<file path="src/pkg/rw_chan_defines.svh">
// Purpose: Constants for the read/write channel control block
// Assumes: Counts are in bit times unless named otherwise
// Notes: Included by the design files only
`ifndef RW_CHAN_DEFINES_SVH
`define RW_CHAN_DEFINES_SVH
`define HEAD_COUNT 19
`define HEAD_ADDR_W 5
`define CYL_ADDR_W 10
`define CUR_LSB 7
`define CUR_W 3
`define CNT_W 7
`define GAP_BITS 7'h18
`define LOCK_BITS_HIGH 7'h30
`define LOCK_BITS_LOW 7'h1a
`define ID_FIELD_BITS 7'h40
`define MARK_VERIFY_BITS 7'h10
`define BIT_RATE_HIGH_KHZ 9670
`define BIT_RATE_LOW_KHZ 6400
`endif

</file>
<file path="src/pkg/rw_chan_pkg.sv">
// Purpose: Types shared by the read/write channel control files
// Assumes: Nothing beyond the defines header
// Notes: Enumerations carry no explicit codes
package rw_chan_pkg;
  typedef enum logic [2:0] {RD_IDLE, RD_SEARCH, RD_LOCK, RD_ID, RD_RELOCK, RD_DATA} read_phase_t;
  typedef enum logic [1:0] {COMP_ON_TIME, COMP_EARLY, COMP_LATE} comp_t;
endpackage : rw_chan_pkg
</file>
<file path="src/design/rw_channel_ctrl.sv">
// Purpose: Digital control of a disk read/write channel
// Assumes: All inputs synchronous to clk; osc_tick pulses once per double-rate cycle
// Notes: Analog head, crossover and driver electrics sit outside
`include "rw_chan_defines.svh"
module rw_channel_ctrl (
  // Clock and reset
  input wire logic clk,
  input wire logic resetn,
  // Static configuration
  input wire logic high_rate,
  input wire logic mark_format,
  // Controller commands and data
  input wire logic head_select,
  input wire logic [`HEAD_ADDR_W-1:0] head_addr,
  input wire logic [`CYL_ADDR_W-1:0] cylinder_addr,
  input wire logic write_cmd,
  input wire logic read_cmd,
  input wire logic mark_command,
  input wire logic write_nrz,
  input wire logic strobe_early,
  input wire logic strobe_late,
  // Channel inputs
  input wire logic osc_tick,
  input wire logic servo_locked_pulses,
  input wire logic tri_frequency_code,
  input wire logic signal_loss,
  input wire logic recovered_nrz,
  // Controller outputs
  output logic rw_clock_q,
  output logic read_nrz_q,
  output logic mark_detected_q,
  // Head and write path
  output logic [`HEAD_COUNT-1:0] head_enable_n_q,
  output logic [`CUR_W-1:0] write_current_q,
  output logic write_receiver_en_q,
  output logic write_data_q,
  output rw_chan_pkg::comp_t write_timing_q,
  output logic write_gap_inhibit_q,
  // Read path and oscillator
  output logic read_driver_en_q,
  output logic crossover_enable_q,
  output logic miller_pulse_q,
  output logic [1:0] strobe_shift_q,
  output logic osc_ref_q,
  output logic osc_ref_read_q,
  output logic pd_phase_clock_q,
  output logic read_data_inhibit_q,
  output logic sync_enable_q
);
  logic [`HEAD_COUNT-1:0] head_dec;
  logic bit_tick;
  logic write_bit;
  logic rw_clock_d, read_nrz_d, mark_detected_d, tfm_q, tfm_d, miller_pulse_d;
  logic [`HEAD_COUNT-1:0] head_enable_n_d;
  logic [`CUR_W-1:0] write_current_d;
  logic write_receiver_en_d, write_gap_inhibit_d, gap_start_q, gap_start_d;
  logic read_driver_en_d, crossover_enable_d, osc_ref_d, osc_ref_read_d;
  logic pd_phase_clock_d, read_data_inhibit_d, sync_enable_d;
  logic [1:0] strobe_shift_d;
  logic [`CNT_W-1:0] gap_cnt_q, gap_cnt_d, cnt_q, cnt_d, lock_len;
  rw_chan_pkg::read_phase_t phase_q, phase_d;

  // One decoder line per head
  generate
    for (genvar i = 0; i < `HEAD_COUNT; i++)
    begin : g_head
      assign head_dec[i] = head_select && (head_addr == `HEAD_ADDR_W'(i));
    end
  endgenerate

  // Bit tick lands where the bit clock falls
  assign bit_tick = osc_tick && rw_clock_q;
  assign lock_len = high_rate ? `LOCK_BITS_HIGH : `LOCK_BITS_LOW;

  // Datapath and write gap
  always_comb
  begin
    rw_clock_d = osc_tick ? !rw_clock_q : rw_clock_q;
    head_enable_n_d = ~head_dec;
    write_current_d = ~cylinder_addr[`CUR_LSB +: `CUR_W];
    write_receiver_en_d = write_cmd;
    read_driver_en_d = read_cmd;
    osc_ref_read_d = read_cmd;
    osc_ref_d = read_cmd ? miller_pulse_q : servo_locked_pulses;
    tfm_d = tri_frequency_code;
    miller_pulse_d = tri_frequency_code ^ tfm_q;
    strobe_shift_d = read_cmd ? {strobe_early, strobe_late && !strobe_early} : 2'h0;
    gap_start_d = write_cmd && mark_command;
    gap_cnt_d = gap_cnt_q;
    write_gap_inhibit_d = write_gap_inhibit_q;
    if (gap_start_d && !gap_start_q)
    begin
      gap_cnt_d = `CNT_W'h0;
      write_gap_inhibit_d = 1'b1;
    end
    else if (write_gap_inhibit_q && bit_tick)
    begin
      gap_cnt_d = gap_cnt_q + `CNT_W'h1;
      if (gap_cnt_q == `GAP_BITS - `CNT_W'h1)
        write_gap_inhibit_d = 1'b0;
    end
    // Gap blocks data ahead of the compensator, so only the two bits already inside it drain out
    write_bit = write_receiver_en_q && !write_gap_inhibit_d && write_nrz;
  end

  always_ff @(posedge clk or negedge resetn)
  begin
    if (!resetn)
    begin
      rw_clock_q <= 1'b0;
      head_enable_n_q <= {`HEAD_COUNT{1'b1}};
      write_current_q <= {`CUR_W{1'b0}};
      write_receiver_en_q <= 1'b0;
      read_driver_en_q <= 1'b0;
      osc_ref_read_q <= 1'b0;
      osc_ref_q <= 1'b0;
      tfm_q <= 1'b0;
      miller_pulse_q <= 1'b0;
      strobe_shift_q <= 2'h0;
      gap_start_q <= 1'b0;
      gap_cnt_q <= `CNT_W'h0;
      write_gap_inhibit_q <= 1'b0;
    end
    else
    begin
      rw_clock_q <= rw_clock_d;
      head_enable_n_q <= head_enable_n_d;
      write_current_q <= write_current_d;
      write_receiver_en_q <= write_receiver_en_d;
      read_driver_en_q <= read_driver_en_d;
      osc_ref_read_q <= osc_ref_read_d;
      osc_ref_q <= osc_ref_d;
      tfm_q <= tfm_d;
      miller_pulse_q <= miller_pulse_d;
      strobe_shift_q <= strobe_shift_d;
      gap_start_q <= gap_start_d;
      gap_cnt_q <= gap_cnt_d;
      write_gap_inhibit_q <= write_gap_inhibit_d;
    end
  end

  write_precomp u_precomp (
    .clk(clk),
    .resetn(resetn),
    .bit_tick(bit_tick),
    .high_rate(high_rate),
    .data_in(write_bit),
    .data_out_q(write_data_q),
    .timing_q(write_timing_q)
  );

  // Read sequencer
  always_comb
  begin
    phase_d = phase_q;
    cnt_d = cnt_q;
    mark_detected_d = mark_detected_q && read_cmd;
    case (phase_q)
      rw_chan_pkg::RD_IDLE:
      begin
        cnt_d = `CNT_W'h0;
        if (read_cmd && !mark_format)
          phase_d = rw_chan_pkg::RD_LOCK;
        else if (read_cmd && mark_command)
          phase_d = rw_chan_pkg::RD_SEARCH;
      end
      rw_chan_pkg::RD_SEARCH:
      begin
        if (bit_tick)
        begin
          // Loss must persist, so a bad spot is not taken for a mark
          cnt_d = signal_loss ? cnt_q + `CNT_W'h1 : `CNT_W'h0;
          if (signal_loss && cnt_q == `MARK_VERIFY_BITS - `CNT_W'h1)
          begin
            cnt_d = `CNT_W'h0;
            mark_detected_d = 1'b1;
            phase_d = rw_chan_pkg::RD_LOCK;
          end
        end
      end
      rw_chan_pkg::RD_LOCK, rw_chan_pkg::RD_RELOCK:
      begin
        if (bit_tick)
        begin
          cnt_d = cnt_q + `CNT_W'h1;
          if (cnt_q == lock_len - `CNT_W'h1)
          begin
            cnt_d = `CNT_W'h0;
            phase_d = (phase_q == rw_chan_pkg::RD_LOCK) ? rw_chan_pkg::RD_ID : rw_chan_pkg::RD_DATA;
          end
        end
      end
      rw_chan_pkg::RD_ID:
      begin
        if (bit_tick)
        begin
          cnt_d = cnt_q + `CNT_W'h1;
          if (cnt_q == `ID_FIELD_BITS - `CNT_W'h1)
          begin
            cnt_d = `CNT_W'h0;
            phase_d = rw_chan_pkg::RD_RELOCK;
          end
        end
      end
      rw_chan_pkg::RD_DATA:
        cnt_d = `CNT_W'h0;
      default:
        phase_d = rw_chan_pkg::RD_IDLE;
    endcase
    if (!read_cmd)
      phase_d = rw_chan_pkg::RD_IDLE;
    pd_phase_clock_d = (phase_d == rw_chan_pkg::RD_LOCK) || (phase_d == rw_chan_pkg::RD_RELOCK);
    read_data_inhibit_d = pd_phase_clock_d;
    sync_enable_d = pd_phase_clock_d;
    crossover_enable_d = read_cmd && (phase_d != rw_chan_pkg::RD_SEARCH);
    read_nrz_d = read_nrz_q;
    if (!read_cmd || read_data_inhibit_d)
      read_nrz_d = 1'b0;
    else if (bit_tick)
      read_nrz_d = recovered_nrz;
  end

  always_ff @(posedge clk or negedge resetn)
  begin
    if (!resetn)
    begin
      phase_q <= rw_chan_pkg::RD_IDLE;
      cnt_q <= `CNT_W'h0;
      mark_detected_q <= 1'b0;
      pd_phase_clock_q <= 1'b0;
      read_data_inhibit_q <= 1'b0;
      sync_enable_q <= 1'b0;
      crossover_enable_q <= 1'b0;
      read_nrz_q <= 1'b0;
    end
    else
    begin
      phase_q <= phase_d;
      cnt_q <= cnt_d;
      mark_detected_q <= mark_detected_d;
      pd_phase_clock_q <= pd_phase_clock_d;
      read_data_inhibit_q <= read_data_inhibit_d;
      sync_enable_q <= sync_enable_d;
      crossover_enable_q <= crossover_enable_d;
      read_nrz_q <= read_nrz_d;
    end
  end
endmodule : rw_channel_ctrl

</file>
<file path="src/design/write_precomp.sv">
// Purpose: Peak shift compensator for the write stream
// Assumes: bit_tick is one cycle per bit cell
// Notes: Bypassed, on time, in the lower-rate variant
`include "rw_chan_defines.svh"
module write_precomp (
  // Clock and reset
  input wire logic clk,
  input wire logic resetn,
  // Control
  input wire logic bit_tick,
  input wire logic high_rate,
  // Stream
  input wire logic data_in,
  output logic data_out_q,
  output rw_chan_pkg::comp_t timing_q
);
  logic [2:0] shift_q;
  logic [2:0] shift_d;
  logic data_out_d;
  rw_chan_pkg::comp_t timing_d;

  always_comb
  begin
    shift_d = shift_q;
    data_out_d = data_out_q;
    timing_d = timing_q;
    if (bit_tick)
    begin
      // Serial shift; middle bit is judged by its neighbours
      shift_d = {shift_q[1:0], data_in};
      data_out_d = shift_q[1];
      timing_d = rw_chan_pkg::COMP_ON_TIME;
      if (high_rate && shift_q[1])
      begin
        if (shift_q[2] && !shift_q[0])
          timing_d = rw_chan_pkg::COMP_LATE;
        else if (!shift_q[2] && shift_q[0])
          timing_d = rw_chan_pkg::COMP_EARLY;
      end
    end
  end

  always_ff @(posedge clk or negedge resetn)
  begin
    if (!resetn)
    begin
      shift_q <= 3'h0;
      data_out_q <= 1'b0;
      timing_q <= rw_chan_pkg::COMP_ON_TIME;
    end
    else
    begin
      shift_q <= shift_d;
      data_out_q <= data_out_d;
      timing_q <= timing_d;
    end
  end
endmodule : write_precomp

</file>
<file path="config.mk">
export PLATFORM = sky130hd
export DESIGN_NAME = rw_channel_ctrl
export DESIGN_NICKNAME = d
export VERILOG_FILES = /design/src/pkg/rw_chan_pkg.sv /design/src/design/rw_channel_ctrl.sv /design/src/design/write_precomp.sv
export VERILOG_INCLUDE_DIRS = /design/src /design/src/pkg
export SDC_FILE = /design/constraint.sdc
export NUM_CORES = 1
export LEC_CHECK = 0
export ABC_AREA = 0
export BUFFER_PORTS_ARGS = -buffer_cell sky130_fd_sc_hd__buf_4
export CAP_MARGIN = 10
export CORE_AREA = 2 2 83 85
export CTS_CLUSTER_SIZE = 16
export DETAILED_ROUTE_END_ITERATION = 16
export DIE_AREA = 0 0 85 87
export PLACE_DENSITY = 0.63
export SLEW_MARGIN = 10
export SYNTH_ARGS = -nofsm -noshare
export SYNTH_HDL_FRONTEND = slang
export SYNTH_SLANG_ARGS = --single-unit
</file>
<file path="constraint.sdc">
create_clock -name clk -period 2.05 [get_ports clk]
set_clock_uncertainty 0.1 [all_clocks]
set_input_delay 0.1025 -clock clk [delete_from_list [all_inputs] [get_ports clk]]
set_output_delay 0.1025 -clock clk [all_outputs]
set_load 0.1 [all_outputs]
</file>
---- After elaboration in Yosys (flattened, before gate mapping) ----
Index checks and enable logic that the tools add are counted.
word-level totals
  output and inout bits ................... 40
  word-level logic and storage cells ...... 147
  register bits after elaboration ......... 59
  input bits .............................. 31
cells by class
  reductions and logical operators ........ 52
  muxes and demuxes ....................... 35
  bitwise operators ....................... 3
  equality and inequality tests ........... 33
  $add $sub $neg .......................... 3
operator list
  kind                   number
  $mux W7                9
  $eq A5 B4 Y1 const B   8
  $logic_and A1 B1 Y1    34
  $mux W3                10
  $pmux W7 S4            1
  $eq A5 B3 Y1 const B   4
  $not A19 Y19           1
  $eq A5 B5 Y1 const B   3
  $pmux W3 S5            1
  $add A7 B1 Y7 const B  2
  $eq A5 B2 Y1 const B   2
  $mux W1                10
  $eq A3 B2 Y1 const B   3
  $eq A3 B3 Y1 const B   3
  $logic_not A1 Y1       8
  $eq A7 B4 Y1 const B   1
  $eq A7 B5 Y1 const B   1
  $eq A7 B6 Y1 const B   1
  $eq A7 B7 Y1           1
  $sub A6 B1 Y7 const B  1
  $mux W2                3
  $mux W6                1
  $ne A2 B2 Y1 const B   3
  $eq A5 B1 Y1 const B   1
  11 further kinds       14

---- Longest topological paths before layout ----
  depth in word-level cells ............... 11
  depth in mapped cells ................... 7

---- Modules after synthesis ----
Synthesis repeated with hierarchy kept, for this count alone.
unflattened totals
  cell total of the unflattened synthesis .. 229
  area total of the unflattened synthesis .. 2,586.2 um^2
by module, submodules not included
  module           instances  area each (um^2)  cells each
  rw_channel_ctrl  1          2,381.0           217
  write_precomp    1          205.2             12

---- Worst setup path after synthesis ----
Ideal clock, no wire load.
  path type ............................... register -> register
  start ................................... register rw_clock_q
  end ..................................... register read_nrz_q
  path buffers ............................ 0
  cell stages (with the launch flop) ...... 6
  data arrival time ....................... 2.285 ns
  setup time .............................. 0.142 ns
  setup slack ............................. -0.477 ns
  data required time ...................... 1.808 ns
  path through ............................ dfrtp_1 > nand2_1 > o311ai_0 > a21oi_1 > a221oi_2 > a311oi_1
between the ends
  word-level cells in the longest chain between the ends .. 8
  elaborated cells on any way between the ends .. 12
RTL lines
  item                                           RTL line                                                                source
  start, declared                                rw_channel_ctrl.sv:29                                                   output logic rw_clock_q,
  start signal, assigned                         rw_channel_ctrl.sv:126                                                  rw_clock_q <= rw_clock_d;
  $logic_and A1 B1 Y1 (*)                        rw_channel_ctrl.sv:72                                                   assign bit_tick = osc_tick && rw_clock_q;
  $mux W3 (on tied branches)                     rw_channel_ctrl.sv:195, rw_channel_ctrl.sv:169, rw_channel_ctrl.sv:183
  $pmux W3 S5                                    rw_channel_ctrl.sv:158                                                  case (phase_q)
  $mux W3                                        rw_channel_ctrl.sv:210                                                  if (!read_cmd)
  $eq A3 B2 Y1 or $eq A3 B3 Y1 (tied branches)   rw_channel_ctrl.sv:212                                                  pd_phase_clock_d = (phase_d == rw_chan_pkg::RD_LOCK) || (phase_d == rw_chan_pkg::RD_RELOCK);
  $logic_or A1 B1 Y1                             rw_channel_ctrl.sv:212
  $logic_or A1 B1 Y1                             rw_channel_ctrl.sv:217                                                  if (!read_cmd || read_data_inhibit_d)
  $mux W1 or $reduce_bool A2 Y1 (tied branches)  -
  end signal, assigned                           rw_channel_ctrl.sv:245                                                  read_nrz_q <= read_nrz_d;
  end, declared                                  rw_channel_ctrl.sv:30                                                   output logic read_nrz_q,
Every way passes the cells marked *; elsewhere a longest branch is shown, timed or not.
A chain may end at the register's enable or synchronous reset.

---- Worst setup path in the final report ----
  start ................................... register cnt_q[1]
  end ..................................... register read_nrz_q
between the ends
  word-level cells in the longest chain between the ends .. 10
  elaborated cells on any way between the ends .. 18
RTL lines
  item                                           RTL line                source
  start, declared                                rw_channel_ctrl.sv:60   logic [`CNT_W-1:0] gap_cnt_q, gap_cnt_d, cnt_q, cnt_d, lock_len;
  start signal, assigned                         rw_channel_ctrl.sv:228  cnt_q <= `CNT_W'h0;
  start signal, assigned                         rw_channel_ctrl.sv:239  cnt_q <= cnt_d;
  $eq A7 B4 Y1                                   rw_channel_ctrl.sv:173  if (signal_loss && cnt_q == `MARK_VERIFY_BITS - `CNT_W'h1)
  $logic_and A1 B1 Y1                            rw_channel_ctrl.sv:173
  $mux W3                                        rw_channel_ctrl.sv:173
  $mux W3                                        rw_channel_ctrl.sv:169  if (bit_tick)
  $pmux W3 S5 (*)                                rw_channel_ctrl.sv:158
  $mux W3 (*)                                    rw_channel_ctrl.sv:210
  $eq A3 B2 Y1 or $eq A3 B3 Y1 (tied branches)   rw_channel_ctrl.sv:212
  $logic_or A1 B1 Y1 (*)                         rw_channel_ctrl.sv:212
  $logic_or A1 B1 Y1 (*)                         rw_channel_ctrl.sv:217
  $mux W1 or $reduce_bool A2 Y1 (tied branches)  -
Marks and branches as above.

==> flow_summary_export.csv <==
group,metric,value,unit
power_and_ir_drop,ir_drop,552.0,uV
clocking,cts-root-buf,"clkbuf_8",
timing,max_clock_freq,0.4806,GHz
worst_setup_path,reg2reg_from,"cnt_q[1]",
synth,synth_edf_count,0,
floorplanning,start_util,0.3876,
global_route,antenna_found_initial,0,
drt,routed_wl,5895,um
timing,slew_viol_final,0,
worst_hold_path,min_path_type,"input pin to register",
place,io_buffers,63,
floorplanning,die_area,7395,um^2
drt,ant_nets,0,
synth,synth_ff_type,"dfrtp_1",
synth,synth_top_family_by_area,"simple AND/OR/NAND/NOR gates",
drt,drtPass1Iterations,4,
timing,finalCriticalPeriod,2.081,ns
floorplanning,die_w,85,um
timing,rsz0062_at_grt,"yes",
drt,drc_errors,0,
timing,setup_viol,4,
run_status,failed_checks,"negative setup slack",
power_and_ir_drop,power.density,811.0,nW/um^2
synth,muxShareOfSynthArea,0.02113,
power_and_ir_drop,finalPower,2.986,mW
global_route,grt_pass1_vias,2167,
worst_setup_path,crit_arrival,2.19,ns
timing,hold_viol,0,
floorplanning,coreArea,6569,um^2
final_layout,design_area,3682,um^2
timing,relSlewSlack,0.5186,
final_layout,layout.nets,373,
worst_setup_path,rr_worst_depth,6,
synth,ys_types,48,
synth,avgSynthCellArea,10.83,um^2
synth,ys_seq_elements,58,
final_layout,nFillCells,581,
clocking,clk_path_buf_depth,2,
worst_setup_path,r2r_slack,-0.03,ns
drt,drt_iter0_markers,84,
clocking,clkSlewWorstSetupHoldPaths,0.06,ns
worst_setup_path,slowest_delay,0.50,ns
power_and_ir_drop,power_leakage,1.661,nW
final_layout,final_cell_mix,"buf_4, dfrtp_1, nand2_1, dlygate4sd3_1",
worst_setup_path,start_kind,"register",
worst_hold_path,holdPathEnd,"cnt_q[0]",
final_layout,diodes,0,
synth,syn_nets,268,
flow_run,maxCapViolCount,0,
floorplanning,io_pins,71,
synth,syn_inst,235,
global_route,gr-usage-all-layers,0.1733,
final_layout,fin_util,0.5606,
drt,vias_per_cell,4.948,
place,place_ws,-0.1036,ns
final_layout,mostFrequentLayoutCell,"buf_4",
place,dp_hpwl,3958,um
floorplanning,die_y,87,um
place,place_congestion,0.8111,
worst_setup_path,worst_path_max_delay_cell,"or4b_4",
synth,synthArstFlopShare,1.000,
final_layout,syn_to_final_growth,44.62,%
timing,finalCritPeriodShare,1.015,
place,placed_cell_area,3188,um^2
drt,num_vias,2103,
synth,syn_area,2546,um^2
worst_setup_path,r2r-end,"read_nrz_q",
worst_setup_path,crit_path_max_fanout,4,
timing,tightestPinTransition,0.7221,ns
final_layout,drive_gt1_frac,0.3855,
synth,synth_simple_gate_area_frac,0.2314,
place,placed_cells,382,
clocking,clock-sinks,58,
global_route,grt_pass1_wl,9825,um
worst_setup_path,worstPathRequired,2.16,ns
global_route,grt_max_degree,59,
timing,finalWorstSetupSlack,-0.03062,ns
synth,synthAdderAreaFrac,0.009828,
synth,synth_compound_area_frac,0.08993,
worst_hold_path,hp-start,"signal_loss",
clocking,cts_buffers,9,
drt,wire_per_inst,13.87,um
clocking,clk_latency,0.34,ns
global_route,overflow,0,
floorplanning,rows,30,
clocking,htree_levels,3,
synth,synthXorXnorAreaFrac,0.03440,
worst_setup_path,endpoint_kind,"register",
final_layout,finalNonFillerCells,425,
worst_setup_path,crit_type,"register to register",
synth,yosysWarnings,0,
synth,ys_seq_area_frac,0.5794,
worst_setup_path,path_cells,"ha_4, nand4b_4, or4b_4, or2_4, a221oi_4, a311oi_1",
clocking,cts_tree,"done",
worst_hold_path,whs_path_depth,4,
run_status,status,"finished with violations",
[synthesized netlist by cell type (2+ instances only)]
| library cell | count | area, um^2 |
|---|---|---|
| a21oi_1 | 3 | 15.01 |
| a31oi_1 | 2 | 12.51 |
| and2_1 | 2 | 12.51 |
| and3_1 | 2 | 12.51 |
| buf_2 | 3 | 15.01 |
| buf_4 | 4 | 30.03 |
| clkbuf_1 | 4 | 15.01 |
| dfrtp_1 | 39 | 975.9 |
| dfstp_2 | 19 | 499.2 |
| ha_1 | 2 | 25.02 |
| inv_1 | 7 | 26.28 |
| mux2_2 | 3 | 33.78 |
| mux2i_1 | 2 | 20.02 |
| nand2_1 | 32 | 120.1 |
| nand2b_1 | 2 | 12.51 |
| nand3_1 | 18 | 90.09 |
| nand3b_1 | 4 | 30.03 |
| nand4_1 | 3 | 18.77 |
| nand4b_1 | 4 | 35.03 |
| nor2_1 | 19 | 71.32 |
| nor2b_1 | 5 | 31.28 |
| nor3_1 | 3 | 15.01 |
| nor3b_1 | 4 | 30.03 |
| nor4b_1 | 2 | 17.52 |
| o211ai_1 | 5 | 37.54 |
| o21ai_0 | 10 | 50.05 |
| o31a_2 | 2 | 20.02 |
| or3_1 | 2 | 12.51 |
| xnor2_1 | 3 | 26.28 |
| xor2_1 | 7 | 61.31 |
[stage by stage]
| stage | TNS [ns] | hold slack [ns] |
|---|---|---|
| after CTS | -0.2173 | 0.1584 |
| after detailed placement | -0.5019 | 0.1044 |
| after floorplan | -0.05241 | -0.2931 |
| final | -0.07536 | 0.1052 |
| after global placement | -0.1805 | 0.1102 |
| after global routing | -0.6420 | 0.1465 |
[report_power, final]
part / internal, mW / switching [mW] / total, mW
Combinational: 0.225 / 0.469 / 0.694
Sequential: 1.22 / 0.0688 / 1.29
Clock: 0.541 / 0.460 / 1.00
[cells by family after synthesis]
logic type,Yosys count
multiplexers,5
AND/OR/NAND/NOR,110
AO/OA/AOI/OAI,32
flip-flops,58
XOR/XNOR,10
adder cells (fa/ha/maj),2
buffers and inverters,18
[repair_timing]
item / 4_1_cts / 5_1_grt
hold endpoints to repair: 76 / 0
setup buffers: 3 / 0
gates resized for setup: 3 / 7
endpoints found under the setup margin: 10 / 11
hold buffers: 24 / 0
pin swaps: 4 / 6
[worst max-delay path by stage]
stage / startpoint / endpoint / slack (ns) / cells after the start
global placement: cnt_q[2] / cnt_q[4] / -0.05 / 5
detailed placement: cnt_q[1] / read_nrz_q / -0.10 / 6
floorplan: cnt_q[1] / read_nrz_q / -0.03 / 6
global route: cnt_q[1] / cnt_q[6] / -0.10 / 7
CTS: cnt_q[1] / read_nrz_q / -0.06 / 6
finish: cnt_q[1] / read_nrz_q / -0.03 / 6
[per-layer routing]
layer | routed length [um] | global-route usage | share of wire
met1 | 2430 | 0.2013 | 0.41
met5 | 0 | 0 | 0
met4 | 87 | 0.06782 | 0.015
met2 | 2909 | 0.2784 | 0.49
met3 | 469 | 0.08246 | 0.080
[flip-flops by register name, indices dropped and copies added (netlist names), 2 cells and up]
| name | count |
|---|---|
| strobe_shift_q | 2 |
| head_enable_n_q | 19 |
| phase_q | 3 |
| u_precomp.timing_q | 2 |
| write_current_q | 3 |
| u_precomp.shift_q | 3 |
| cnt_q | 7 |
| gap_cnt_q | 7 |
[cell type report]
class	instances	area [um^2]	share of cell area
tap	80	100.1	0.02718
clock buffer	12	166.4	0.04519
inverter	7	26.28	0.007136
multi-input combinational	159	1039	0.2820
clock inverter	4	23.77	0.006456
sequential	58	1479	0.4016
timing repair buffer	105	848.3	0.2304
[critical path: cells and delay by family, from the launching register on]
kind / cells / cell delay (ns)
flip-flops: 1 / 0.40
adder cells (fa/ha/maj): 1 / 0.17
AND/OR/NAND/NOR: 3 / 0.86
AO/OA/AOI/OAI: 2 / 0.42
Note: power is estimated with default switching activity, not from simulation.
